File: src/shared/dmi_pkg.sv
// Package for the completion-interrupt mask block: offsets, layouts,
// reset values, decode helpers and the state carrier types.
// Assumes a 32-bit AXI4-Lite register bus, of which the low 8 address bits are decoded.
package dmi_pkg;

   // -----------------------------------------------------------------
   // register map (byte offsets)
   // -----------------------------------------------------------------
   localparam int         REG_ADDR_W   = 8;
   localparam logic [7:0] OFF_MASK_REG = 8'h8c;
   localparam logic [7:0] OFF_MASK_SET = 8'h90;
   localparam logic [7:0] OFF_MASK_CLR = 8'h94;
   localparam logic [7:0] OFF_ACK      = 8'h9c;
   localparam logic [7:0] OFF_MASKED   = 8'ha0;
   localparam logic [7:0] OFF_RAW      = 8'ha4;

   // -----------------------------------------------------------------
   // field layout and reset values
   // -----------------------------------------------------------------
   localparam int          IRQ_W        = 16;
   localparam logic [15:0] IMPL_BITS    = 16'hff0f;
   localparam logic [15:0] MASK_RESET   = 16'hff0f;
   localparam logic [15:0] PORT_RESET   = 16'h0000;
   localparam logic [15:0] STS_RESET    = 16'h0000;
   localparam int          BIT_CONV_CH0 = 12;
   localparam int          BIT_AUDIO_WR = 11;
   localparam logic [1:0]  RESP_OKAY    = 2'b00;
   localparam logic [1:0]  RESP_SLVERR  = 2'b10;

   // completion events, packed so that a cast gives the register layout
   typedef struct packed {
      logic [3:0] converterChannelDone;   // 15: ch6, 14: ch4, 13: ch2, 12: ch0
      logic       audioPortWriteDone;
      logic       audioPortReadDone;
      logic       cameraFifoEmptyDone;
      logic       cameraThresholdDone;
      logic [3:0] reserved;
      logic       serialPeriphWriteDone;
      logic       serialPeriphReadDone;
      logic       cardHostWriteDone;
      logic       cardHostReadDone;
   } dmi_done_t;

   typedef enum logic [2:0] {
      SEL_NONE     = 3'b000,
      SEL_MASK_REG = 3'b001,
      SEL_MASK_SET = 3'b010,
      SEL_MASK_CLR = 3'b011,
      SEL_ACK      = 3'b100,
      SEL_MASKED   = 3'b101,
      SEL_RAW      = 3'b110
   } dmi_sel_t;

   typedef struct packed {
      logic                  awHeld;
      logic [REG_ADDR_W-1:0] awAddr;
      logic                  wHeld;
      logic [31:0]           wData;
      logic [3:0]            wStrb;
      logic                  bValid;
      logic [1:0]            bResp;
      logic                  rValid;
      logic [31:0]           rData;
      logic [1:0]            rResp;
      logic [IRQ_W-1:0]      rawSts;
   } dmi_state_t;

   typedef struct packed {
      logic [IRQ_W-1:0] mask;
   } dmi_mask_state_t;

   function automatic dmi_sel_t dmi_decode(input logic [REG_ADDR_W-1:0] addr);
      dmi_sel_t sel;
      sel = SEL_NONE;
      case ({addr[REG_ADDR_W-1:2], 2'b00})
         OFF_MASK_REG: sel = SEL_MASK_REG;
         OFF_MASK_SET: sel = SEL_MASK_SET;
         OFF_MASK_CLR: sel = SEL_MASK_CLR;
         OFF_ACK:      sel = SEL_ACK;
         OFF_MASKED:   sel = SEL_MASKED;
         OFF_RAW:      sel = SEL_RAW;
         default:      sel = SEL_NONE;
      endcase
      return sel;
   endfunction : dmi_decode

   // bytes that were not strobed count as zeros, so on the set and clear ports they neither set nor clear
   function automatic logic [IRQ_W-1:0] dmi_strobed(input logic [31:0] data,
                                                    input logic [3:0]  strb);
      logic [31:0] keep;
      keep = {{8{strb[3]}}, {8{strb[2]}}, {8{strb[1]}}, {8{strb[0]}}};
      return IRQ_W'(data & keep) & IMPL_BITS;
   endfunction : dmi_strobed

endpackage : dmi_pkg

File: src/verilog/dmi_done_irq.sv
// Completion-interrupt controller: sticky raw status, mask with set/clear
// ports, acknowledge port, masked status and one level interrupt.
// Assumes an AXI4-Lite master on clk and event pulses synchronous to clk.
//
// The AXI4-Lite slave port was decided locally.
module dmi_done_irq
   import dmi_pkg::*;
#(
   parameter int ADDR_W = 32
)
(
   input  wire logic              clk,
   input  wire logic              sys_rst,
   // completion event pulses
   input  wire dmi_pkg::dmi_done_t doneEvents,
   output      logic              irqOut,
   // AXI4-Lite slave
   input  wire logic [ADDR_W-1:0] s_axi_awaddr,
   input  wire logic [2:0]        s_axi_awprot,
   input  wire logic              s_axi_awvalid,
   output      logic              s_axi_awready,
   input  wire logic [31:0]       s_axi_wdata,
   input  wire logic [3:0]        s_axi_wstrb,
   input  wire logic              s_axi_wvalid,
   output      logic              s_axi_wready,
   output      logic [1:0]        s_axi_bresp,
   output      logic              s_axi_bvalid,
   input  wire logic              s_axi_bready,
   input  wire logic [ADDR_W-1:0] s_axi_araddr,
   input  wire logic [2:0]        s_axi_arprot,
   input  wire logic              s_axi_arvalid,
   output      logic              s_axi_arready,
   output      logic [31:0]       s_axi_rdata,
   output      logic [1:0]        s_axi_rresp,
   output      logic              s_axi_rvalid,
   input  wire logic              s_axi_rready
);
   import dmi_pkg::*;

   if (ADDR_W < REG_ADDR_W)
   begin : g_addr_check
      $error("dmi_done_irq: ADDR_W must cover the register offsets");
   end

   // -----------------------------------------------------------------
   // declarations
   // -----------------------------------------------------------------
   dmi_state_t        st_reg;
   dmi_state_t        st_next;
   logic [IRQ_W-1:0]  maskReg;
   logic [IRQ_W-1:0]  eventVec;
   logic [IRQ_W-1:0]  wrBits;
   logic [IRQ_W-1:0]  ackBits;
   logic [IRQ_W-1:0]  maskedSts;
   logic              doWrite;
   dmi_sel_t          wrSel;
   dmi_sel_t          rdSel;
   logic              maskWrEn;
   logic              maskSetEn;
   logic              maskClrEn;

   // protection bits carry no meaning for this block
   logic              unusedProt;
   assign unusedProt = ^{s_axi_awprot, s_axi_arprot};

   // -----------------------------------------------------------------
   // event mapping and status views
   // -----------------------------------------------------------------
   // the packed layout puts converter channels at 15..12 and the single
   // sources at 11..8 and 3..0; reserved inputs are dropped
   assign eventVec  = IRQ_W'(doneEvents) & IMPL_BITS;
   assign maskedSts = st_reg.rawSts & ~maskReg & IMPL_BITS;
   assign irqOut    = |maskedSts;

   // -----------------------------------------------------------------
   // bus handshakes
   // -----------------------------------------------------------------
   // one write at a time: address and data are each refused while it is
   // held or while the response is still waiting for bready
   assign s_axi_awready = !st_reg.awHeld && !st_reg.bValid;
   assign s_axi_wready  = !st_reg.wHeld && !st_reg.bValid;
   assign s_axi_arready = !st_reg.rValid;
   assign s_axi_bvalid  = st_reg.bValid;
   assign s_axi_bresp   = st_reg.bResp;
   assign s_axi_rvalid  = st_reg.rValid;
   assign s_axi_rdata   = st_reg.rData;
   assign s_axi_rresp   = st_reg.rResp;

   // -----------------------------------------------------------------
   // write decode
   // -----------------------------------------------------------------
   assign doWrite   = st_reg.awHeld && st_reg.wHeld && !st_reg.bValid;
   assign wrSel     = dmi_decode(st_reg.awAddr);
   assign wrBits    = dmi_strobed(st_reg.wData, st_reg.wStrb);
   assign maskWrEn  = doWrite && (wrSel == SEL_MASK_REG);
   assign maskSetEn = doWrite && (wrSel == SEL_MASK_SET);
   assign maskClrEn = doWrite && (wrSel == SEL_MASK_CLR);
   assign ackBits   = (doWrite && (wrSel == SEL_ACK)) ? wrBits : STS_RESET;
   assign rdSel     = dmi_decode(s_axi_araddr[REG_ADDR_W-1:0]);

   // -----------------------------------------------------------------
   // mask register
   // -----------------------------------------------------------------
   // the same bit positions serve the set and clear ports, so channel
   // bits 15..12 line up on both without any remapping
   dmi_mask_bits #(
      .WIDTH   (IRQ_W)
   ) u_mask (
      .clk     (clk),
      .sys_rst (sys_rst),
      .wrEn    (maskWrEn),
      .setEn   (maskSetEn),
      .clrEn   (maskClrEn),
      .wrBits  (wrBits),
      .maskReg (maskReg)
   );

   // -----------------------------------------------------------------
   // next state
   // -----------------------------------------------------------------
   always_comb
   begin
      st_next = st_reg;
      // write channel capture, in either order
      if (s_axi_awvalid && s_axi_awready)
      begin
         st_next.awHeld = 1'b1;
         st_next.awAddr = s_axi_awaddr[REG_ADDR_W-1:0];
      end
      if (s_axi_wvalid && s_axi_wready)
      begin
         st_next.wHeld = 1'b1;
         st_next.wData = s_axi_wdata;
         st_next.wStrb = s_axi_wstrb;
      end
      if (st_reg.bValid && s_axi_bready)
      begin
         st_next.bValid = 1'b0;
      end
      if (doWrite)
      begin
         st_next.awHeld = 1'b0;
         st_next.wHeld  = 1'b0;
         st_next.bValid = 1'b1;
         st_next.bResp  = (wrSel == SEL_NONE) ? RESP_SLVERR : RESP_OKAY;
      end
      // a new event beats an acknowledge of the same bit in one cycle
      st_next.rawSts = ((st_reg.rawSts & ~ackBits) | eventVec) & IMPL_BITS;
      // read channel
      if (st_reg.rValid && s_axi_rready)
      begin
         st_next.rValid = 1'b0;
      end
      if (s_axi_arvalid && s_axi_arready)
      begin
         st_next.rValid = 1'b1;
         st_next.rResp  = RESP_OKAY;
         case (rdSel)
            SEL_MASK_REG: st_next.rData = {16'h0000, maskReg};
            SEL_MASK_SET: st_next.rData = {16'h0000, PORT_RESET};
            SEL_MASK_CLR: st_next.rData = {16'h0000, PORT_RESET};
            SEL_ACK:      st_next.rData = {16'h0000, PORT_RESET};
            SEL_MASKED:   st_next.rData = {16'h0000, maskedSts};
            SEL_RAW:      st_next.rData = {16'h0000, st_reg.rawSts};
            default:
            begin
               st_next.rData = 32'h0000_0000;
               st_next.rResp = RESP_SLVERR;
            end
         endcase
      end
   end

   // -----------------------------------------------------------------
   // state register
   // -----------------------------------------------------------------
   always_ff @(posedge clk)
   begin
      if (sys_rst)
      begin
         st_reg.awHeld <= 1'b0;
         st_reg.awAddr <= 8'h00;
         st_reg.wHeld  <= 1'b0;
         st_reg.wData  <= 32'h0000_0000;
         st_reg.wStrb  <= 4'h0;
         st_reg.bValid <= 1'b0;
         st_reg.bResp  <= RESP_OKAY;
         st_reg.rValid <= 1'b0;
         st_reg.rData  <= 32'h0000_0000;
         st_reg.rResp  <= RESP_OKAY;
         st_reg.rawSts <= STS_RESET;
      end
      else
      begin
         st_reg <= st_next;
      end
   end

   // -----------------------------------------------------------------
   // checks
   // -----------------------------------------------------------------
   property p_set_port_reads_zero;
      @(posedge clk) disable iff (sys_rst)
      (s_axi_arvalid && s_axi_arready &&
       (s_axi_araddr[REG_ADDR_W-1:0] == OFF_MASK_SET))
      |=> (s_axi_rvalid && (s_axi_rdata == 32'h0000_0000) && (s_axi_rresp == RESP_OKAY));
   endproperty
   a_set_port_reads_zero: assert property (p_set_port_reads_zero)
      else $error("mask set port did not read as zero");

   property p_clr_port_reads_zero;
      @(posedge clk) disable iff (sys_rst)
      (s_axi_arvalid && s_axi_arready &&
       (s_axi_araddr[REG_ADDR_W-1:0] == OFF_MASK_CLR))
      |=> (s_axi_rvalid && (s_axi_rdata == 32'h0000_0000) && (s_axi_rresp == RESP_OKAY));
   endproperty
   a_clr_port_reads_zero: assert property (p_clr_port_reads_zero)
      else $error("mask clear port did not read as zero");

   property p_set_channel6;
      @(posedge clk) disable iff (sys_rst)
      (maskSetEn && (st_reg.wStrb[1]) && st_reg.wData[15]) |=> maskReg[15];
   endproperty
   a_set_channel6: assert property (p_set_channel6)
      else $error("set of converter channel 6 did not reach bit 15");

   property p_clr_channel0;
      @(posedge clk) disable iff (sys_rst)
      (maskClrEn && (st_reg.wStrb[1]) && st_reg.wData[BIT_CONV_CH0]) |=> !maskReg[BIT_CONV_CH0];
   endproperty
   a_clr_channel0: assert property (p_clr_channel0)
      else $error("clear of converter channel 0 did not reach bit 12");

   property p_set_keeps_zeros;
      @(posedge clk) disable iff (sys_rst)
      maskSetEn |=> (maskReg == ($past(maskReg) | $past(wrBits)));
   endproperty
   a_set_keeps_zeros: assert property (p_set_keeps_zeros)
      else $error("mask set port changed bits it should have kept");

   property p_clr_keeps_zeros;
      @(posedge clk) disable iff (sys_rst)
      maskClrEn |=> (maskReg == ($past(maskReg) & ~$past(wrBits)));
   endproperty
   a_clr_keeps_zeros: assert property (p_clr_keeps_zeros)
      else $error("mask clear port changed bits it should have kept");

   property p_audio_write_bit;
      @(posedge clk) disable iff (sys_rst)
      doneEvents.audioPortWriteDone |=> st_reg.rawSts[BIT_AUDIO_WR];
   endproperty
   a_audio_write_bit: assert property (p_audio_write_bit)
      else $error("audio write completion did not set status bit 11");

   property p_mask_reset_value;
      @(posedge clk)
      $fell(sys_rst) |-> ((maskReg == MASK_RESET) && !irqOut && !s_axi_bvalid);
   endproperty
   a_mask_reset_value: assert property (p_mask_reset_value)
      else $error("mask register left reset with a wrong value");

   property p_unmasked_raises_irq;
      @(posedge clk) disable iff (sys_rst)
      (|(eventVec & ~maskReg)) && !maskWrEn && !maskSetEn |=> irqOut;
   endproperty
   a_unmasked_raises_irq: assert property (p_unmasked_raises_irq)
      else $error("unmasked completion did not raise the interrupt");

   property p_masked_stays_quiet;
      @(posedge clk) disable iff (sys_rst)
      (maskReg == IMPL_BITS) && !maskWrEn && !maskClrEn |=> !irqOut;
   endproperty
   a_masked_stays_quiet: assert property (p_masked_stays_quiet)
      else $error("interrupt raised while every source was masked");

   property p_masked_read_harmless;
      @(posedge clk) disable iff (sys_rst)
      (s_axi_arvalid && s_axi_arready &&
       (s_axi_araddr[REG_ADDR_W-1:0] == OFF_MASKED) && (eventVec == STS_RESET) && !doWrite)
      |=> ($stable(st_reg.rawSts) &&
           (s_axi_rdata[15:0] == ($past(st_reg.rawSts) & ~$past(maskReg) & IMPL_BITS)));
   endproperty
   a_masked_read_harmless: assert property (p_masked_read_harmless)
      else $error("masked status read was wrong or changed the status");

   property p_write_answer;
      @(posedge clk) disable iff (sys_rst)
      (s_axi_awvalid && s_axi_awready && s_axi_wvalid && s_axi_wready)
      |=> ##1 s_axi_bvalid;
   endproperty
   a_write_answer: assert property (p_write_answer)
      else $error("write response did not follow two cycles after address and data");

   property p_set_channel0;
      @(posedge clk) disable iff (sys_rst)
      (maskSetEn && st_reg.wStrb[1] && st_reg.wData[BIT_CONV_CH0]) |=> maskReg[BIT_CONV_CH0];
   endproperty
   a_set_channel0: assert property (p_set_channel0)
      else $error("set of converter channel 0 did not reach bit 12");

   property p_clr_channel6;
      @(posedge clk) disable iff (sys_rst)
      (maskClrEn && st_reg.wStrb[1] && st_reg.wData[15]) |=> !maskReg[15];
   endproperty
   a_clr_channel6: assert property (p_clr_channel6)
      else $error("clear of converter channel 6 did not reach bit 15");

   property p_set_write_okay;
      @(posedge clk) disable iff (sys_rst)
      maskSetEn |=> (s_axi_bvalid && (s_axi_bresp == RESP_OKAY));
   endproperty
   a_set_write_okay: assert property (p_set_write_okay)
      else $error("write to the mask set port was not answered okay");

   property p_clr_write_okay;
      @(posedge clk) disable iff (sys_rst)
      maskClrEn |=> (s_axi_bvalid && (s_axi_bresp == RESP_OKAY));
   endproperty
   a_clr_write_okay: assert property (p_clr_write_okay)
      else $error("write to the mask clear port was not answered okay");

   // reserved positions must never turn into mask bits, whatever software writes
   property p_reserved_stay_clear;
      @(posedge clk) disable iff (sys_rst)
      (maskSetEn && (st_reg.wData[7:4] != 4'h0)) |=> (maskReg[7:4] == 4'h0);
   endproperty
   a_reserved_stay_clear: assert property (p_reserved_stay_clear)
      else $error("set of a reserved bit reached the mask register");

   property p_masked_event_quiet;
      @(posedge clk) disable iff (sys_rst)
      (!irqOut && ((eventVec & ~maskReg) == STS_RESET) && !maskWrEn && !maskClrEn)
      |=> !irqOut;
   endproperty
   a_masked_event_quiet: assert property (p_masked_event_quiet)
      else $error("completion on a masked source raised the interrupt");

endmodule : dmi_done_irq

File: src/verilog/dmi_mask_bits.sv
// Mask register of the completion interrupts with write, set and clear ports.
// Assumes the three strobes are one-cycle pulses, at most one per cycle.
module dmi_mask_bits
   import dmi_pkg::*;
#(
   parameter int WIDTH = dmi_pkg::IRQ_W
)
(
   input  wire logic             clk,
   input  wire logic             sys_rst,
   input  wire logic             wrEn,
   input  wire logic             setEn,
   input  wire logic             clrEn,
   input  wire logic [WIDTH-1:0] wrBits,
   output      logic [WIDTH-1:0] maskReg
);
   import dmi_pkg::*;

   dmi_mask_state_t st_reg;
   dmi_mask_state_t st_next;

   if (WIDTH != IRQ_W)
   begin : g_width_check
      $error("dmi_mask_bits: WIDTH must equal the interrupt bank width");
   end

   // -----------------------------------------------------------------
   // next state
   // -----------------------------------------------------------------
   always_comb
   begin
      st_next = st_reg;
      if (wrEn)
      begin
         st_next.mask = wrBits & IMPL_BITS;
      end
      else if (setEn)
      begin
         st_next.mask = st_reg.mask | wrBits;
      end
      else if (clrEn)
      begin
         st_next.mask = st_reg.mask & ~wrBits;
      end
   end

   always_ff @(posedge clk)
   begin
      if (sys_rst)
      begin
         st_reg.mask <= MASK_RESET;
      end
      else
      begin
         st_reg <= st_next;
      end
   end

   assign maskReg = st_reg.mask;

endmodule : dmi_mask_bits

File: config.mk
export PLATFORM = sky130hd
export DESIGN_NAME = dmi_done_irq
export DESIGN_NICKNAME = d
export VERILOG_FILES = /design/src/shared/dmi_pkg.sv /design/src/verilog/dmi_done_irq.sv /design/src/verilog/dmi_mask_bits.sv
export SDC_FILE = /design/constraint.sdc
export NUM_CORES = 1
export LEC_CHECK = 0
export ABC_AREA = 1
export BUFFER_PORTS_ARGS = -buffer_cell sky130_fd_sc_hd__buf_2
export CAP_MARGIN = 10
export CELL_PAD_IN_SITES_DETAIL_PLACEMENT = 2
export CELL_PAD_IN_SITES_GLOBAL_PLACEMENT = 2
export CORE_MARGIN = 5
export CORE_UTILIZATION = 24
export DETAILED_ROUTE_END_ITERATION = 8
export MAX_ROUTING_LAYER = met4
export PLACE_DENSITY_LB_ADDON = 0.1
export RECOVER_POWER = 25
export SKIP_LAST_GASP = 1
export SLEW_MARGIN = 25
export SYNTH_ARGS = -nofsm -noshare
export SYNTH_HDL_FRONTEND = slang
export SYNTH_SLANG_ARGS = --single-unit
File: constraint.sdc
create_clock -name clk -period 2.75 [get_ports clk]
set_input_delay 0.4125 -clock clk [delete_from_list [all_inputs] [get_ports clk]]
set_output_delay 0.4125 -clock clk [all_outputs]
set_load 0.03 [all_outputs]
==> results of run 1 <==
[kinds of logic (layout without fill, tap and decap cells)]
family / count (synthesis) / count (layout)
simple gates: 241 / 241
buf+inv: 105 / 133
compound gates: 76 / 76
flops: 62 / 62
other cells: 1 / 22
[layout make-up]
type / instances / area (um2) / area share [%]
multi-input cells: 339 / 1530 / 40.5
flip-flops and latches: 62 / 1240 / 32.9
repair buffers: 69 / 339 / 9.00
clock buffers: 15 / 258 / 6.84
well taps: 176 / 220 / 5.84
inverters: 48 / 180 / 4.78
clock inverters: 1 / 5.00 / 0.133
[synthesized netlist by cell type, drive strengths merged]
cell | count | area, um2
dfxtp | 62 | 1240
clkbuf | 7 | 26.3
nand2 | 95 | 357
nor3 | 1 | 5.00
o21bai | 7 | 52.6
a21oi | 35 | 175
inv | 47 | 176
nor4 | 3 | 18.8
o21a | 1 | 7.51
nor2 | 67 | 269
nand4 | 2 | 12.5
conb | 1 | 3.75
buf | 50 | 354
clkinv | 1 | 3.75
o21ai | 33 | 165
nand3 | 73 | 388
[routing by layer]
layer	part of all wire (%)	up-vias
li1	-	1592
met1	51	1440
met2	44	64
met3	3.4	13
met4	1.7	0
met5	0	-
[tightest hold or removal path, cell delays in order]
cell and delay [ns]:
buf_2 0.09, inv_1 0.04, a21oi_1 0.05
[metrics by stage]
step / cell area, um2 / setup WS (ns) / std cells / util (%) / power (mW)
6_report: 3770 / 0.721 / 710 / 28.3 / 2.31
5_1_grt: 3770 / 0.542 / 710 / 28.3 / 2.43
4_1_cts: 3790 / 0.691 / 710 / 28.5 / 2.37
3_5_place_dp: 3530 / 0.829 / 694 / 26.6 / 1.30
3_3_place_gp: 3530 / 0.857 / 694 / 26.6 / 1.29
2_1_floorplan: 3330 / 1.07 / 506 / - / 1.23
[worst max-delay path by stage]
stage | start | end | slack (ns)
final | st_reg[99]$_SDFFE_PP0P_ | st_reg[1]$_SDFF_PP0_ | 0.72
after global routing | st_reg[99]$_SDFFE_PP0P_ | st_reg[1]$_SDFF_PP0_ | 0.54
after CTS | flip-flop | irqOut | 0.69
after detailed placement | s_axi_araddr[3] | s_axi_rdata[15]$_SDFFE_PP0P_ | 0.83
after global placement | s_axi_araddr[4] | s_axi_rdata[15]$_SDFFE_PP0P_ | 0.86
after floorplan | s_axi_bvalid$_SDFFE_PP0P_ | st_reg[55]$_SDFFE_PP0P_ | 1.07
[power groups by stage]
stage               Combinational [mW]  Clock [mW]  Sequential (mW)
finish                           0.288        1.04            0.987
global route                     0.329        1.11            0.995
CTS                              0.296        1.08            0.988
detailed placement               0.295           0             1.01
global placement                 0.289           0             1.00
floorplan                        0.239           0            0.995
==> reports/results.ini, run 1 <==
[cts]
cts_tree=yes
cts_inserted_buffers=9
clk_pin_slew_ns=0.05
cts_resized=0
post_cts_buffers=0
cts_hold_buf=0
cts_sinks=62
clkLatencyLatePin_ns=0.34
cts.htree.levels=3
root_buffer=clkbuf_16
clock_path_buffers=2

[setup_path]
path_cells=nand2_1 -> nor2_1 -> nand3_1 -> o21ai_0 -> a21oi_1
cp.depth=5
timing.rr.start=st_reg[99]$_SDFFE_PP0P_
path_buf_inv=0
reg2regPathDepth=5
worst_setup_path_end_kind=flip-flop
r2r_slack_ns=0.72
cp_slowest_cell=nand3_1
start_kind=flip-flop
critical_path.max_fanout=12
critPathMaxStageDelay_ns=0.57
worst-setup-path-type=reg2reg
cp.required_ns=2.96
critical-path-top-delay-family=simple AND/OR/NAND/NOR gates
r2r-end=st_reg[1]$_SDFF_PP0_
worstPathArrival_ns=2.24

[detailed_routing]
firstDrtPassIters=4
vias=3109
detail-route-antenna-nets=0
drc_errors=0
drt_wl_total_um=10100
wl_per_cell_um=14.2
viasPerCell=4.38
initialDrtViolationCount=64

[power]
p_per_area_nw_per_um2=613
leakage_nw=1.80
p_switching_mw=0.644
pwr-share-comb_pct=12.5
internal_power_mw=1.67
clockPowerShare_pct=44.8
seq_power_share_pct=42.7
p_sw_share_pct=27.9
ir_worst_vdd_mv=0.288

[timing]
clock_skew_ns=0.00724
finalSetupViolations=0
slew_violations=0
finalCritPeriodShare_pct=73.8
rsz0062_at_grt=false
timing.hold.ws_ns=0.309
fin_tns_setup_ns=0
timing.fmax_ghz=0.493
relSlewSlack_pct=41.6
hold_viol_final=0
period_needed_ns=2.03
worst_slew_pin_slew_ns=0.873

[cells_and_area]
mostFrequentLayoutCells=nand2_1 (95), nand3_1 (70), nor2_1 (63)
area_growth_pct=15.8
final_common_cell=nand2_1
fillers=1661
drive_gt1_share_pct=14.4
diodes=0
nNetsFinal=658

[logic_synthesis]
synth_warnings=0
netlist_area_um2=3260
synthMuxAreaShare_pct=0
synth-simple-area-share_pct=32.2
synth_adder_area_share_pct=0
synthXorXnorAreaFrac_pct=0
postSynthAreaPerCell_um2=6.71
synth_seq_cells=62
syn_inst=485
synth-seq-area-share_pct=38.1
synth_compound_area_share_pct=12.3
synth_top_family_by_area=simple AND/OR/NAND/NOR gates
synth_cell_type_count=25

[placement]
gp_congestion=0.761
detailed_place_hpwl_um=7610
io_buffers=64

[floorplanning]
die_w_um=126
placeableCoreArea_um2=13300
boundaryPins=171
die_y_um=126
die_area_um2=16000
start_util_pct=24.5
rows=42

[global_route]
use_met3_pct=2.77
grt-ovfl-total=0
grt_max_degree=27
grt_pass1_vias=3443
busiest_layer=met2
use_met2_pct=20.7
gr-usage-all-layers_pct=13.5
grt_first_pass_wirelength_um=16900
grt_use_met1_pct=17.3
antenna_found_initial=0

[worst_hold_path]
holdPathEnd=st_reg[12]$_SDFF_PP0_
min_from=doneEvents[12]
whs_path_depth=3
hold_class=in2reg

[run]
max-cap-violations=0

[run_status]
status=finished clean

No activity file was read; power rests on OpenSTA's default activity.
==> run 2: changes to the inputs <==
- ABC_AREA: 1 -> 0
- CORE_UTILIZATION: 24 -> 23
- clock period: 2.75 -> 2 ns (I/O delays scaled with it)
==> run 2 against run 1 <==
  * Clock-buffer cell count shrank 2
  * Total power grew 53%
  * Critical path depth shrank 1
  * Global-route usage shrank 0.85 points
  * Sequential share of layout area grew 0.32 points
  * Final area shrank 0.96%
  * Clock power grew 79%
  * Sequential power grew 38%
  * Largest cell class unchanged
  * Highest routed layer unchanged
==> reports/results.ini, run 2 <==
[run_status]
status=finished clean

[cts]
cts_sinks=62  ; unchanged
clk_pin_slew_ns=0.05  ; about the same
post_cts_buffers=0  ; unchanged
cts_hold_buf=0  ; unchanged
cts_resized=0  ; unchanged
clock_path_buffers=2  ; unchanged
cts_tree=yes
cts.htree.levels=3  ; unchanged
clkLatencyLatePin_ns=0.33  ; about the same
root_buffer=clkbuf_16
cts_inserted_buffers=9  ; unchanged

[logic_synthesis]
postSynthAreaPerCell_um2=8.28  ; +23%
syn_inst=373  ; -23%
netlist_area_um2=3090  ; -5.2%
synth_top_area_share_pct=40.2  ; +2.1 points
yosys.area.top_type=dfxtp_1
synth_seq_cells=62  ; unchanged
synth_area_leaders=dfxtp_1 (40%), buf_4 (9.0%), nand2_1 (6.6%), nor4_2 (4.1%), o21ai_0 (4.1%)
synth-seq-area-share_pct=40.2  ; +2.1 points
synth.most_common_cell=dfxtp_1
synth_cell_type_count=36  ; +44%
synth_flop_cell=dfxtp_1
synth-async-reset-ratio_pct=0  ; unchanged
synthTopCellsByCount=dfxtp_1 (62), nand2_1 (54), buf_4 (37), nor2_1 (26), o21ai_0 (25)
synth_warnings=0  ; unchanged
synth-edff-count=0  ; unchanged

[cells_and_area]
drive_gt1_share_pct=20.0  ; +5.6 points
final_common_cell=dfxtp_1
diodes=0  ; unchanged
nNetsFinal=549  ; -17%
mostFrequentLayoutCells=dfxtp_1 (62), nand2_1 (54), buf_2 (47)
final_core_util_pct=28.3  ; -0.049 points
area_growth_pct=20.9

[power]
p_per_area_nw_per_um2=950  ; +55%
power_mw=3.54  ; +53%
ir_worst_vdd_mv=0.371  ; +29%
leakage_nw=1.46  ; -19%

[worst_hold_path]
hold_class=in2reg

[placement]
gp_congestion=0.718  ; -5.7%
detailed_place_hpwl_um=7090  ; -6.7%
io_buffers=64  ; unchanged

[detailed_routing]
vias=2679  ; -14%
viasPerCell=4.46  ; +1.8%
drt_wl_total_um=9470  ; -5.9%
wl_per_cell_um=15.8  ; +11%
detail-route-antenna-nets=0  ; unchanged
drc_errors=0  ; unchanged
firstDrtPassIters=4  ; unchanged
initialDrtViolationCount=89  ; +39%

[timing]
clock_skew_ns=0.00328  ; -0.00396 ns
finalCritPeriodShare_pct=89.5
rsz0062_at_grt=false
hold_viol_final=0  ; unchanged
finalSetupViolations=0  ; unchanged
relSlewSlack_pct=27.5  ; -14 points
timing.fmax_ghz=0.558
period_needed_ns=1.79
slew_violations=0  ; unchanged
fin_tns_setup_ns=0  ; unchanged
worst_slew_pin_slew_ns=1.09  ; +0.215 ns

[floorplanning]
placeableCoreArea_um2=13200  ; -0.79%
die_w_um=126  ; -0.49%
start_util_pct=23.4  ; -1.1 points
die_area_um2=15800  ; -0.99%
die_y_um=126  ; -0.49%
rows=42  ; unchanged
boundaryPins=171  ; unchanged

[setup_path]
start_kind=flip-flop
cp_slowest_cell=dfxtp_1
worstPathArrival_ns=1.49  ; -0.75 ns
cp.required_ns=1.70  ; -1.26 ns
critical_path.max_fanout=3  ; -9
critPathMaxStageDelay_ns=0.37  ; -0.20 ns
worst-setup-path-type=reg2out
path_cells=inv_1 -> a221oi_1 -> nand3_1 -> buf_2
worst_setup_path_end_kind=primary output

[global_route]
grt_max_degree=49  ; +81%
grt_pass1_vias=2872  ; -17%
grt-ovfl-total=0  ; unchanged
antenna_found_initial=0  ; unchanged
grt_first_pass_wirelength_um=15400  ; -8.8%
gr-usage-all-layers_pct=12.6  ; -0.85 points

[run]
max-cap-violations=0  ; unchanged

-- run 2: cell types whose count changed in the layout (fill, tap and decap cells not counted), moves of 7 or more --
cell	change
nand3_1	-67
nand2_1	-41
nor2_1	-37
inv_1	-26
o21ai_1	-19
nand2b_1	+16
nor3_1	+13
a21oi_1	-12
a311o_1	+12
a32oi_1	+12
o21ai_0	+12
nor4_2	+10
o21bai_1	-7
-- run 2: critical path, delay by kind of cell (launching register included) --
kind	cells	cell delay, ns
buffers and inverters	2	0.28
DFF	1	0.37
AOI/OAI and AO/OA	1	0.36
and+or+nand+nor	1	0.14
-- run 2: cell families after synthesis --
family / synth area share [%]
and+or+nand+nor: 23.4
AOI/OAI and AO/OA: 19.6
buffers and inverters: 14.1
DFF: 40.2
muxes: 1.95
xor gates and xnor gates: 0.568
other: 0.121
-- run 2: layout make-up --
class                      instances  area, um2
inverter                          16       60.1
sequential                        62       1240
clock buffer                      13        260
fill                            1538       9460
multi-input combinational        257       1490
tap                              176        220
timing repair buffer              74        372
clock inverter                     3       90.1
-- run 2: final timing paths --
check        slack [ns]  depth (start not counted)                          from                           end
min                0.15                          2                  s_axi_rready     s_axi_rvalid$_SDFFE_PP0P_
max reg2reg        0.26                          4       st_reg[98]$_SDFFE_PP0P_                     flip-flop
max                0.21                          4                     flip-flop                        irqOut
min reg2reg        0.45                          2  s_axi_rdata[14]$_SDFFE_PP0P_  s_axi_rdata[14]$_SDFFE_PP0P_
-- run 2: power breakdown --
group / leakage (nW) / total (mW) / internal, mW / switching [mW]
Clock: 0.170 / 1.86 / 1.29 / 0.569
Sequential: 0.508 / 1.36 / 1.29 / 0.0640
Combinational: 0.780 / 0.334 / 0.111 / 0.223
-- run 2: layer usage --
metal	vias up	GRT usage, %	part of all wire [%]
met3	7	3.85	4.1
met1	1280	17.2	50
li1	1338	-	-
met4	0	3.34	0.99
met5	-	-	0
met2	54	18.3	44
-- run 2: through the flow --
stage	instances	setup WS (ns)	hold slack (ns)	area (um2)
finish	601	0.209	0.149	3730
detailed placement	585	0.257	0.440	3410
floorplan	394	0.324	0.399	3170
global placement	585	0.268	0.432	3410
CTS	601	0.144	0.138	3760
global route	601	0.0724	0.148	3730
